==> config.mk <==
export PLATFORM = sky130hd
export DESIGN_NAME = mmc_dev_flat
export DESIGN_NICKNAME = d
export VERILOG_FILES = /design/src/mmc_pkg.sv /design/src/mmc_link_if.sv /design/src/mmc_dev.sv /design/src/mmc_pulse_meas.sv /design/src/flat_wrapper.sv
export SDC_FILE = /design/constraint.sdc
export NUM_CORES = 2
export LEC_CHECK = 0
export BUFFER_PORTS_ARGS = -buffer_cell sky130_fd_sc_hd__buf_2
export CORE_ASPECT_RATIO = 0.5
export CORE_MARGIN = 5
export CORE_UTILIZATION = 40
export CTS_CLUSTER_DIAMETER = 120
export DETAILED_ROUTE_END_ITERATION = 10
export SYNTH_ARGS = -nofsm -noshare
export SYNTH_HDL_FRONTEND = slang
export SYNTH_SLANG_ARGS = --single-unit
==> constraint.sdc <==
create_clock -name clk_sys -period 60.6 [get_ports clk_sys]
set_input_delay 3.03 -clock clk_sys [delete_from_list [all_inputs] [get_ports clk_sys]]
set_output_delay 3.03 -clock clk_sys [all_outputs]
set_load 0.1 [all_outputs]
==> src/mmc_pkg.sv <==
// Purpose: Shared constants for the motor measurement and compensation register bank.
// Assumes: One clock, clk_sys at 100 MHz; bytes move over a parallel byte link.
// Notes:   Commands, widths and reset values are named here once.
package mmc_pkg;
	// ************************************************************
	// Command codes
	// ************************************************************
	localparam logic [7:0] CMD_RD_SUPPLY  = 8'h10; // Supply voltage read.
	localparam logic [7:0] CMD_RD_SPEED   = 8'h11; // Speed input sample read.
	localparam logic [7:0] CMD_RD_CURRENT = 8'h12; // Load current read.
	localparam logic [7:0] CMD_RD_PERIOD  = 8'h14; // Input period read.
	localparam logic [7:0] CMD_RD_WIDTH   = 8'h15; // Input pulse width read.
	localparam logic [7:0] CMD_RD_IRCOMP  = 8'h20; // Resistance-drop comp read.
	localparam logic [7:0] CMD_RD_CEIL    = 8'h21; // Output ceiling read.
	localparam logic [7:0] CMD_RD_LOW     = 8'h22; // Speed input low level read.
	localparam logic [7:0] CMD_RD_HIGH    = 8'h23; // Speed input high level read.
	localparam logic [7:0] CMD_WR_IRCOMP  = 8'h60; // Resistance-drop comp write.
	localparam logic [7:0] CMD_WR_CEIL    = 8'h61; // Output ceiling write.
	localparam logic [7:0] CMD_WR_LOW     = 8'h62; // Speed input low level write.
	localparam logic [7:0] CMD_WR_HIGH    = 8'h63; // Speed input high level write.

	// ************************************************************
	// Field layout and widths
	// ************************************************************
	localparam int VAL_W     = 14; // Value carried per register.
	localparam int ADC_W     = 12; // Width of analog conversions.
	localparam int HI_LSB    = 7;  // Lowest value bit in the first data byte.
	localparam int OUT_W     = 12; // Width of the output voltage command.
	localparam logic [13:0] MEAS_MAX = 14'h3FFF; // Saturation point of measurements.

	// ************************************************************
	// Reset values
	// ************************************************************
	localparam logic [13:0] RST_IRCOMP = 14'h0000; // No compensation.
	localparam logic [11:0] RST_CEIL   = 12'hFFF;  // Ceiling wide open.
	localparam logic [11:0] RST_LOW    = 12'h000;  // Low level at zero.
	localparam logic [11:0] RST_HIGH   = 12'hFFF;  // High level at full scale.
	localparam logic [11:0] CEIL_ZERO  = 12'h003;  // Ceiling at or below this forces zero.

	// Device command parse states.
	typedef enum logic [1:0] {MMC_IDLE, MMC_HI, MMC_LO} mmc_dev_st_t;
endpackage : mmc_pkg

==> src/mmc_link_if.sv <==
`timescale 1ns/1ps
// Purpose: Byte link between the host end and the device end.
// Assumes: Both ends run on the same clk_sys.
// Notes:   A byte is taken in the cycle its valid is high.
interface mmc_link_if;
	logic [7:0] h2d_byte;  // Byte from host to device.
	logic       h2d_valid; // One-cycle strobe for h2d_byte.
	logic [7:0] d2h_byte;  // Byte from device to host.
	logic       d2h_valid; // One-cycle strobe for d2h_byte.

	modport dev  (input h2d_byte, input h2d_valid, output d2h_byte, output d2h_valid);
	modport host (output h2d_byte, output h2d_valid, input d2h_byte, input d2h_valid);
endinterface : mmc_link_if

==> src/mmc_dev.sv <==
`timescale 1ns/1ps
// Purpose: Device end: register bank, speed mapping and output voltage command.
// Assumes: Host sends a command byte, and for writes two data bytes.
// Notes:   Unknown commands are ignored; reads answer two bytes.
module mmc_dev
(
	input  wire logic        clk_sys,       // System clock.
	input  wire logic        rstn,          // Asynchronous reset, active low.
	mmc_link_if.dev          link,          // Byte link to the host.
	input  wire logic [11:0] supply_adc,    // Supply voltage conversion.
	input  wire logic [11:0] speed_adc,     // Speed input conversion.
	input  wire logic [11:0] current_adc,   // Load current conversion.
	input  wire logic        pwm_in,        // PWM/brake input level.
	input  wire logic [11:0] speed_reg,     // Serial speed setting.
	input  wire logic [11:0] pot_ceiling,   // Onboard potentiometer for the ceiling.
	input  wire logic        pot_moved,     // Pulse: potentiometer changed.
	input  wire logic        speed_lock_bit, // Speed input no longer steers output.
	input  wire logic        ceil_lock,     // Ceiling guarded from the potentiometer.
	input  wire logic        supply_comp_en, // Supply compensation enable.
	input  wire logic        mode_sw1,      // Mode switch one.
	input  wire logic        mode_sw2,      // Mode switch two.
	output logic      [11:0] out_voltage_r  // Output voltage command.
);
	// ************************************************************
	// Storage
	// ************************************************************
	logic [13:0] ircomp_r;   // Resistance-drop compensation.
	logic [11:0] ceil_r;     // Output voltage ceiling.
	logic [11:0] low_r;      // Speed input low level.
	logic [11:0] high_r;     // Speed input high level.
	logic [11:0] low_act_r;  // Low level in force since restart.
	logic [11:0] high_act_r; // High level in force since restart.
	logic        map_en_r;   // Mapping enabled by switches at restart.
	logic        boot_r;     // High once the first cycle after reset passed.
	logic [13:0] period_w;   // Measured period.
	logic [13:0] width_w;    // Measured width.
	mmc_pkg::mmc_dev_st_t st_r; // Command parse state.
	logic [7:0]  cmd_r;      // Command in progress.
	logic [6:0]  hi_r;       // First data byte of a write.
	logic [13:0] rd_r;       // Value being answered.
	logic        rd_lo_r;    // Second answer byte still to send.
	logic [7:0]  d2h_byte_r; // Answer byte.
	logic        d2h_vld_r;  // Answer strobe.

	mmc_pulse_meas u_meas
	(
		.clk_sys  (clk_sys),
		.rstn     (rstn),
		.pwm_in   (pwm_in),
		.period_r (period_w),
		.width_r  (width_w)
	);

	// ************************************************************
	// Command decode
	// ************************************************************
	wire        byte_in = link.h2d_valid;
	wire [7:0]  b_in    = link.h2d_byte;
	wire        is_wr   = (b_in == mmc_pkg::CMD_WR_IRCOMP) || (b_in == mmc_pkg::CMD_WR_CEIL)
	                   || (b_in == mmc_pkg::CMD_WR_LOW) || (b_in == mmc_pkg::CMD_WR_HIGH);
	logic [13:0] rd_val;     // Read mux result.
	logic        rd_hit;     // Command is a known read.

	// Read mux; narrower values sit in the low bits.
	always_comb
	begin
		rd_hit = 1'b1;
		unique case (b_in)
			mmc_pkg::CMD_RD_SUPPLY:  rd_val = {2'b00, supply_adc};
			mmc_pkg::CMD_RD_SPEED:   rd_val = {2'b00, speed_adc};
			mmc_pkg::CMD_RD_CURRENT: rd_val = {2'b00, current_adc};
			mmc_pkg::CMD_RD_PERIOD:  rd_val = period_w;
			mmc_pkg::CMD_RD_WIDTH:   rd_val = width_w;
			mmc_pkg::CMD_RD_IRCOMP:  rd_val = ircomp_r;
			mmc_pkg::CMD_RD_CEIL:    rd_val = {2'b00, ceil_r};
			mmc_pkg::CMD_RD_LOW:     rd_val = {2'b00, low_r};
			mmc_pkg::CMD_RD_HIGH:    rd_val = {2'b00, high_r};
			default:
			begin
				rd_val = 14'h0000;
				rd_hit = 1'b0;
			end
		endcase
	end

	wire [13:0] wr_val   = {hi_r, b_in[6:0]};
	wire        wr_done  = (st_r == mmc_pkg::MMC_LO) && byte_in;
	wire        wr_ceil  = wr_done && (cmd_r == mmc_pkg::CMD_WR_CEIL);

	// ************************************************************
	// Parser and answer
	// ************************************************************
	// A new command during an answer is accepted; a new read replaces the answer's pending second byte.
	always_ff @(posedge clk_sys or negedge rstn)
	begin
		if (!rstn)
		begin
			st_r       <= mmc_pkg::MMC_IDLE;
			cmd_r      <= 8'h00;
			hi_r       <= 7'h00;
			rd_r       <= 14'h0000;
			rd_lo_r    <= 1'b0;
			d2h_byte_r <= 8'h00;
			d2h_vld_r  <= 1'b0;
		end
		else
		begin
			d2h_vld_r <= 1'b0;
			if (rd_lo_r)
			begin
				d2h_byte_r <= {1'b0, rd_r[mmc_pkg::HI_LSB-1:0]};
				d2h_vld_r  <= 1'b1;
				rd_lo_r    <= 1'b0;
			end
			unique case (st_r)
				mmc_pkg::MMC_IDLE:
					if (byte_in && is_wr)
					begin
						cmd_r <= b_in;
						st_r  <= mmc_pkg::MMC_HI;
					end
					else if (byte_in && rd_hit)
					begin
						d2h_byte_r <= {1'b0, rd_val[13:mmc_pkg::HI_LSB]};
						d2h_vld_r  <= 1'b1;
						rd_r       <= rd_val;
						rd_lo_r    <= 1'b1;
					end
				mmc_pkg::MMC_HI:
					if (byte_in)
					begin
						hi_r <= b_in[6:0];
						st_r <= mmc_pkg::MMC_LO;
					end
				mmc_pkg::MMC_LO:
					if (byte_in)
						st_r <= mmc_pkg::MMC_IDLE;
				default:
					st_r <= mmc_pkg::MMC_IDLE;
			endcase
		end
	end

	// ************************************************************
	// Tuning registers
	// ************************************************************
	// A serial write always lands; the potentiometer only when unlocked.
	always_ff @(posedge clk_sys or negedge rstn)
	begin
		if (!rstn)
		begin
			ircomp_r <= mmc_pkg::RST_IRCOMP;
			ceil_r   <= mmc_pkg::RST_CEIL;
			low_r    <= mmc_pkg::RST_LOW;
			high_r   <= mmc_pkg::RST_HIGH;
		end
		else
		begin
			if (wr_done && cmd_r == mmc_pkg::CMD_WR_IRCOMP)
				ircomp_r <= wr_val;
			if (wr_ceil)
				ceil_r <= wr_val[11:0];
			else if (pot_moved && !ceil_lock)
				ceil_r <= pot_ceiling;
			if (wr_done && cmd_r == mmc_pkg::CMD_WR_LOW)
				low_r <= wr_val[11:0];
			if (wr_done && cmd_r == mmc_pkg::CMD_WR_HIGH)
				high_r <= wr_val[11:0];
		end
	end

	// Levels in force are caught only once after restart, standing in for a flash reload.
	always_ff @(posedge clk_sys or negedge rstn)
	begin
		if (!rstn)
		begin
			boot_r     <= 1'b0;
			map_en_r   <= 1'b0;
			low_act_r  <= mmc_pkg::RST_LOW;
			high_act_r <= mmc_pkg::RST_HIGH;
		end
		else if (!boot_r)
		begin
			boot_r     <= 1'b1;
			map_en_r   <= !mode_sw1 && !mode_sw2;
			low_act_r  <= low_r;
			high_act_r <= high_r;
		end
	end

	// ************************************************************
	// Output voltage path
	// ************************************************************
	// Linear map of speed input from low level (0%) to high level (100%).
	wire [11:0] span    = (high_act_r > low_act_r) ? high_act_r - low_act_r : 12'h001;
	wire [11:0] above   = (speed_adc > low_act_r) ? speed_adc - low_act_r : 12'h000;
	wire [23:0] scaled  = {above, 12'h000} / {12'h000, span};
	wire [11:0] mapped  = (scaled > 24'h000FFF) ? 12'hFFF : scaled[11:0];
	wire [11:0] raw_sp  = map_en_r ? mapped : speed_adc;
	wire [11:0] demand  = speed_lock_bit ? speed_reg : raw_sp;
	// Supply compensation scales demand against the ceiling as a full-scale reference.
	wire [23:0] ref_sc  = demand * ceil_r;
	wire [11:0] base    = supply_comp_en ? ref_sc[23:12] : demand;
	wire [25:0] ir_prod = ircomp_r * current_adc;
	wire [12:0] ir_add  = ir_prod[25:13];
	wire [13:0] sum     = {2'b00, base} + {1'b0, ir_add};
	wire [11:0] limited = (sum > {2'b00, ceil_r}) ? ceil_r : sum[11:0];
	wire [11:0] out_nxt = (ceil_r <= mmc_pkg::CEIL_ZERO) ? 12'h000 : limited;

	always_ff @(posedge clk_sys or negedge rstn)
	begin
		if (!rstn)
			out_voltage_r <= 12'h000;
		else
			out_voltage_r <= out_nxt;
	end

	assign link.d2h_byte  = d2h_byte_r;
	assign link.d2h_valid = d2h_vld_r;
endmodule : mmc_dev // mmc_dev

==> src/mmc_pulse_meas.sv <==
`timescale 1ns/1ps
// Purpose: Measures period and high width of the PWM/brake input.
// Assumes: Input already synchronous to clk_sys.
// Notes:   Counts in clk_sys cycles, saturating at the 14-bit maximum.
module mmc_pulse_meas
(
	input  wire logic        clk_sys,     // System clock.
	input  wire logic        rstn,        // Asynchronous reset, active low.
	input  wire logic        pwm_in,      // PWM/brake input level.
	output logic      [13:0] period_r,    // Last full period.
	output logic      [13:0] width_r      // Last high pulse width.
);
	// ************************************************************
	// Edge detection and counters
	// ************************************************************
	logic        prev_r;   // Input level one cycle ago.
	logic [13:0] pcnt_r;   // Running period count.
	logic [13:0] wcnt_r;   // Running high count.
	wire         rise = pwm_in & ~prev_r; // Start of a period.
	wire         fall = ~pwm_in & prev_r; // End of the high pulse.
	// Saturating increments keep a stuck input from wrapping to small values.
	wire  [13:0] pcnt_inc = (pcnt_r == mmc_pkg::MEAS_MAX) ? pcnt_r : pcnt_r + 14'h0001;
	wire  [13:0] wcnt_inc = (wcnt_r == mmc_pkg::MEAS_MAX) ? wcnt_r : wcnt_r + 14'h0001;

	// Counts restart on each rising edge; a rise latches the period, a fall the width.
	always_ff @(posedge clk_sys or negedge rstn)
	begin
		if (!rstn)
		begin
			prev_r   <= 1'b0;
			pcnt_r   <= 14'h0000;
			wcnt_r   <= 14'h0000;
			period_r <= 14'h0000;
			width_r  <= 14'h0000;
		end
		else
		begin
			prev_r <= pwm_in;
			pcnt_r <= rise ? 14'h0001 : pcnt_inc;
			wcnt_r <= rise ? 14'h0001 : (pwm_in ? wcnt_inc : wcnt_r);
			if (rise)
				period_r <= pcnt_r;
			if (fall)
				width_r <= wcnt_r;
		end
	end
endmodule : mmc_pulse_meas // mmc_pulse_meas

==> src/flat_wrapper.sv <==
// flat-port wrapper written by rule: the top's interface ports become plain ports
module mmc_dev_flat 
  (clk_sys, rstn, supply_adc, speed_adc, current_adc, pwm_in, speed_reg, pot_ceiling, pot_moved, speed_lock_bit, ceil_lock, supply_comp_en, mode_sw1, mode_sw2, out_voltage_r, link_h2d_byte, link_h2d_valid, link_d2h_byte, link_d2h_valid);
  mmc_link_if link_i ();
  input  wire logic clk_sys;
  input  wire logic rstn;
  input  wire logic [11:0] supply_adc;
  input  wire logic [11:0] speed_adc;
  input  wire logic [11:0] current_adc;
  input  wire logic pwm_in;
  input  wire logic [11:0] speed_reg;
  input  wire logic [11:0] pot_ceiling;
  input  wire logic pot_moved;
  input  wire logic speed_lock_bit;
  input  wire logic ceil_lock;
  input  wire logic supply_comp_en;
  input  wire logic mode_sw1;
  input  wire logic mode_sw2;
  output logic      [11:0] out_voltage_r;
  input wire logic [$bits(link_i.h2d_byte)-1:0] link_h2d_byte;
  input wire logic [$bits(link_i.h2d_valid)-1:0] link_h2d_valid;
  output wire logic [$bits(link_i.d2h_byte)-1:0] link_d2h_byte;
  output wire logic [$bits(link_i.d2h_valid)-1:0] link_d2h_valid;
  assign link_i.h2d_byte = link_h2d_byte;
  assign link_i.h2d_valid = link_h2d_valid;
  assign link_d2h_byte = link_i.d2h_byte;
  assign link_d2h_valid = link_i.d2h_valid;
  mmc_dev u_core (.clk_sys(clk_sys), .rstn(rstn), .link(link_i), .supply_adc(supply_adc), .speed_adc(speed_adc), .current_adc(current_adc), .pwm_in(pwm_in), .speed_reg(speed_reg), .pot_ceiling(pot_ceiling), .pot_moved(pot_moved), .speed_lock_bit(speed_lock_bit), .ceil_lock(ceil_lock), .supply_comp_en(supply_comp_en), .mode_sw1(mode_sw1), .mode_sw2(mode_sw2), .out_voltage_r(out_voltage_r));
endmodule
Word level (Yosys, flattened, before mapping)
Cells that the tools add are included.
{"block": "classes", "n_mux": 32, "div": 1, "n_reduce_logical": 24, "n_mul": 2, "bitwise": 5, "n_eq_ne": 26, "n_addsub": 5, "magnitude_cmp": 5}
{"op": "14-bit case mux with 9 select lines", "n": 1}
{"op": "12-bit two-way mux", "n": 10}
{"op": "14-bit two-way mux", "n": 5}
{"op": "8-bit by 7-bit == test with 1-bit output (second input constant)", "n": 8}
{"op": "8-bit by 5-bit == test with 1-bit output (second input constant)", "n": 5}
{"op": "8-bit by 6-bit == test with 1-bit output (second input constant)", "n": 4}
{"op": "8-bit two-way mux", "n": 4}
{"op": "14-bit by 1-bit adder with 14-bit output (second input constant)", "n": 2}
{"op": "14-bit == test (second input constant)", "n": 2}
{"op": "14-bit by 12-bit multiplier with 26-bit output", "n": 1}
{"op": "24-bit by 12-bit divider with 24-bit output", "n": 1}
{"op": "12-bit greater-than comparator", "n": 2}
{"op": "24-bit by 12-bit greater-than comparator with 1-bit output (second input constant)", "n": 1}
{"op": "12-bit by 12-bit multiplier with 24-bit output", "n": 1}
{"op": "12-bit subtractor", "n": 2}
{"op": "12-bit by 13-bit adder with 14-bit output", "n": 1}
{"op": "14-bit by 12-bit greater-than comparator with 1-bit output", "n": 1}
{"op": "12-bit by 2-bit less-or-equal comparator with 1-bit output (second input constant)", "n": 1}
{"op": "1-bit logical AND", "n": 9}
{"op": "9-bit OR reduction", "n": 1}
{"op": "1-bit two-way mux", "n": 8}
{"op": "2-bit inequality test (second input constant)", "n": 4}
{"op": "2-bit two-way mux", "n": 3}
{"op": "2-bit case mux with 3 select lines", "n": 1}
{"op": "11 further kinds", "n": 22}
{"block": "totals", "output_inout_bits": 21, "wordCells": 121, "inputBits": 78, "register_bits": 179}

Depth between registers and ports, before layout
{"block": "depth", "word_depth": 13, "depth_mapped": 362, "depth_no_buf": 337}

Hierarchy
From an unflattened synthesis, not the netlist that was laid out.
{"block": "hier_totals", "cells_unflattened": 4175, "area_unflattened_um2": 33961.3}
{"module": "mmc_dev", "cells_per_inst": 3920, "n_inst": 1, "area_per_inst_um2": 31381.3, "seq_area_each_um2": 3098.0}
{"module": "mmc_pulse_meas", "cells_per_inst": 255, "n_inst": 1, "area_per_inst_um2": 2580.0, "seq_area_each_um2": 1426.4}

Least setup slack after synthesis
OpenSTA, ideal clock, no wires.
{"block": "synth_timing", "kind": "input port to flip-flop", "start": "in speed_adc[0]", "end": "reg u_core.out_voltage_r[10]", "arrival_time_ns": 66.905, "required_time_ns": 60.468, "n_path_buf": 23, "setup_slack_ns": -6.437, "stages": 328, "setup_ns": 0.132, "cell_sequence": "inv_1 > ha_1 > fa_1 > nand2b_1 > a21oi_1 > or4b_1 > a31oi_1 > and3_1 > ha_1 > nand2b_1 > o41ai_1 > a21boi_0 > ha_1 > o21ai_0 > nand2b_1 > a21bo_1 > a211o_1 > nand2_1 > [292 not listed] > a21oi_1 > o21bai_1 > a21oi_1 > o21bai_1 > a21oi_1 > o21bai_1 > a21oi_1 > xnor2_1 > ha_1 > nand2_1 > nor2_1 > o21ai_0 > nand2_1 > a21oi_1 > o21ai_1 > clkbuf_1 > mux2i_1 > nor2_1"}
{"block": "synth_via", "elab_chain_len": 13, "word_cells_on_any_way": 14, "classes_between": "add/sub: 2; mul: 1; div: 1; order compare: 3; mux: 7"}
{"element": "from (decl)", "line_no": "flat_wrapper.sv:8", "rtl": "input wire logic [11:0] speed_adc;"}
{"element": "12-bit subtractor / 12-bit greater-than comparator (equally long branches)", "line_no": "mmc_dev.sv:196", "rtl": "wire [11:0] above = (speed_adc > low_act_r) ? speed_adc - low_act_r : 12'h000;"}
{"element": "12-bit two-way mux", "line_no": "mmc_dev.sv:196"}
{"element": "24-bit by 12-bit divider with 24-bit output", "line_no": "mmc_dev.sv:197", "rtl": "wire [23:0] scaled = {above, 12'h000} / {12'h000, span};"}
{"element": "24-bit by 12-bit greater-than comparator with 1-bit output", "line_no": "mmc_dev.sv:198", "rtl": "wire [11:0] mapped = (scaled > 24'h000FFF) ? 12'hFFF : scaled[11:0];"}
{"element": "12-bit two-way mux", "line_no": "mmc_dev.sv:198"}
{"element": "12-bit two-way mux (*)", "line_no": "mmc_dev.sv:199", "rtl": "wire [11:0] raw_sp = map_en_r ? mapped : speed_adc;"}
{"element": "12-bit two-way mux (*)", "line_no": "mmc_dev.sv:200", "rtl": "wire [11:0] demand = speed_lock_bit ? speed_reg : raw_sp;"}
{"element": "12-bit by 12-bit multiplier with 24-bit output", "line_no": "mmc_dev.sv:202", "rtl": "wire [23:0] ref_sc = demand * ceil_r;"}
{"element": "12-bit two-way mux (*)", "line_no": "mmc_dev.sv:203", "rtl": "wire [11:0] base = supply_comp_en ? ref_sc[23:12] : demand;"}
{"element": "12-bit by 13-bit adder with 14-bit output (*)", "line_no": "mmc_dev.sv:206", "rtl": "wire [13:0] sum = {2'b00, base} + {1'b0, ir_add};"}
{"element": "14-bit by 12-bit greater-than comparator with 1-bit output", "line_no": "mmc_dev.sv:207", "rtl": "wire [11:0] limited = (sum > {2'b00, ceil_r}) ? ceil_r : sum[11:0];"}
{"element": "12-bit two-way mux (*)", "line_no": "mmc_dev.sv:207"}
{"element": "12-bit two-way mux (*)", "line_no": "mmc_dev.sv:208", "rtl": "wire [11:0] out_nxt = (ceil_r <= mmc_pkg::CEIL_ZERO) ? 12'h000 : limited;"}
{"element": "named net u_core.out_nxt[10]", "line_no": "mmc_dev.sv:208"}
{"element": "to (signal assigned)", "line_no": "mmc_dev.sv:215", "rtl": "out_voltage_r <= out_nxt;"}
{"element": "to (decl)", "line_no": "mmc_dev.sv:22", "rtl": "output logic [11:0] out_voltage_r"}
Mark *: on every way through the listed nets, which the timed path passes. The rest lies on a longest branch.
A chain may end at the register's enable or synchronous reset.

Worst setup path after layout
{"block": "layout_timing", "start": "in speed_adc[7]", "end": "reg u_core.out_voltage_r[7]"}
Same word-level chain as after synthesis.

==> reports/qor.txt <==
register bit total from synthesis = 179
fin crit period = 59.78 ns
Yosys warning count = 0
post-detailed-route DRC marker count = 0
Max Fanout on Critical Path = 9
Primary FF master, synth = dfrtp_1
Post-Syn Nets = 4774
area grow syn2layout = 20.0%
die area = 90300 um^2
ys async rst share = 1.00
clk_skew = 0.0170 ns
CTS tree = done
design area = 40300 um^2
Crit path max-delay family = compound AO/OA/AOI/OAI gates
number of synthesized flops with an enable pin = 0
CTS Buf Count = 17
drt total wl = 113000 um
Core ar. = 83600 um^2
mapped cell area = 33600 um^2
WP data required = 60.94 ns
antenna violations before repair = 2
min-delay worst type = flip-flop to flip-flop
largest net degree at the start of global routing = 99
hold-fix buffer count after cts = 0
CP Capture Type = flip-flop
Synth area leader = ha_1
max_slew headroom = 0.150
root buffer cell = clkbuf_16
Commonest cells post-synth = nand2_1 (447), ha_1 (379), inv_1 (350)
final hold violations = 0
area of the multi-input gates = 29200 um^2
IO Pins = 99
Max H-tree Level = 4
Pre-antenna DRT Iters = 5
Yosys top cell area share = 0.141
count leader, synth = nand2_1
starting density of the core = 0.402
initial drt markers = 2244
RSZ-0062 raised after global routing = yes
Syn Inst Count = 4095
CP dominant cell by count = a21oi_2
endpoints failing setup = 0
critical path class = input pin to flip-flop
antenna-violating nets left = 0
worst r2r path cells = 327
Clock Pin Slew Worst Setup and Hold Paths = 0.08 ns
slowest stage cell, crit path = or4_4
period utilisation layout = 0.986
vias after detailed routing = 32.4k
hold path depth = 1
Max Fclk = 16.7 MHz
FF-to-FF Start = u_core.low_act_r[0]
MaxCap Viol Count = 0
layout cells sized above 1 = 0.242
Netlist cell types = 122
sequential area share after synthesis = 0.135
CP Buf/Inv Count = 24
first-pass GRT wire length = 173000 um
total clock sinks = 179
Max stage delay on crit path = 0.59 ns
FF/Latch Area = 4520 um^2
worst slew pin tran = 1.27 ns
Synth area leaders = ha_1 (14%), fa_1 (13%), dfrtp_1 (11%)
gr ovfl total = 0
Core Util, Final = 0.482
critical path depth in cells = 324
Die Span X = 420 um
CTS Buffer Depth = 2
Final Max Tran Viols = 0
latest clock arrival within the worst-skew pair = 0.45 ns
Post-DP HPWL = 85900 um
GPL Wtd Cong = 0.931
Critical Path AT = 60.12 ns
crit start category = input pin
drt wl/cell = 20.2 um
placed cell areas = 37400 um^2
vias per cell = 5.83
Fin Setup TNS = 0 ns
I/O Buffers = 98
Vert. Die Dim = 215 um
row count = 75
GR Util All Layers = 0.237
Worst Setup SP = speed_adc[7]
hold_sp = u_core.cmd_r[6]
number of fill cells = 8046
Final #Nets = 5110
vias in the first global route = 31.4k
status = finished clean
syn avg cell area = 8.21 um^2
==> final cells by class <==
cell class                      instances  share of cell area
Inverter                              350              0.0326
Tap cell                             1116              0.0346
Clock inverter                         14             0.00444
Timing Repair Buffer                  463              0.0822
Antenna cell                            3            0.000186
Sequential cell                       179               0.112
Multi-Input combinational cell       3420               0.723
Clock buffer                           18              0.0109
==> what timing repair did <==
action                                  4_1_cts  5_1_grt
pin swaps                                    42      254
cloned                                        4        3
gates resized for setup                      45      236
buffers inserted                             22      113
endpoints found under the setup margin       12       12
==> metal layers <==
metal | global-route usage | vias up | routed length [um]
met4 | 0.0625 | 2 | 3390
li1 | - | 15200 | -
met2 | 0.396 | 1017 | 52900
met5 | 0 | - | 13
met1 | 0.329 | 16000 | 50000
met3 | 0.0246 | 180 | 6230
==> per-stage QoR <==
step,setup slack [ns],std cells,hold WS [ns]
after floorplan,0.000234,4095,0.425
after global placement,-0.423,5386,0.445
after detailed placement,-1.78,5386,0.458
after CTS,0.0535,5444,0.479
after global routing,-2.21,5561,0.509
final,0.822,5563,0.481
==> cell usage in the layout (no fill, tap or decap), drive strengths merged, types with 14 or more instances in the layout <==
cell type,netlist,routed
a211oi,25,25
or2,13,14
xnor2,129,129
ha,379,379
nor4,26,26
o31ai,45,45
a21o,111,111
o21ai,189,190
or4,15,15
and3,21,21
dfrtp,143,143
fa,222,222
o21a,77,77
nor2,339,340
nand2,447,447
nand2b,61,61
nor2b,38,38
or3,39,39
buf,34,461
o22ai,27,27
mux2,159,159
a22oi,38,38
dfstp,36,36
o21bai,25,25
nand4,50,50
clkbuf,115,20
xor2,67,67
nor3,108,108
mux2i,49,49
o211a,14,14
inv,350,358
o211ai,34,34
nand3,68,68
a21oi,246,246
and2,112,112
a31oi,42,42
==> sequential cells by signal, summed over array words and instances, names as in the netlist, 14 cells and up <==
| name | cells |
|---|---|
| u_core.u_meas.wcnt_r | 14 |
| u_core.ircomp_r | 14 |
| u_core.u_meas.width_r | 14 |
| u_core.u_meas.period_r | 14 |
| u_core.u_meas.pcnt_r | 14 |
==> logic make-up after synthesis <==
group,share of synthesized area
other cells,0.000112
flops,0.135
mux,0.0746
fa+ha+maj,0.273
compound gates,0.208
xor+xnor,0.0515
buf+inv,0.0574
simple gates,0.200
==> worst paths after layout <==
kind	slack, ns	to
max	0.82	u_core.out_voltage_r[7]
min	0.48	u_core.cmd_r[6]
max reg2reg	2.03	u_core.out_voltage_r[7]
min reg2reg	0.48	u_core.cmd_r[6]
max in group asynchronous	56.32	u_core.out_voltage_r[5]
min in group asynchronous	2.62	u_core.map_en_r
==> worst reg2reg max path: cells and delay by family (launching register included) <==
family                     cells  cell delay [ns]
muxes                         10             2.66
AOI/OAI and AO/OA            157            26.05
adders and majority gates     34             9.59
xor gates and xnor gates       3             0.41
and+or+nand+nor               97            15.84
buffers and inverters         26             3.34
DFF                            1             0.49
Power is left out: the tool's default activity adds up to more than one toggle a clock period on the data nets, which glitch-free logic cannot reach.
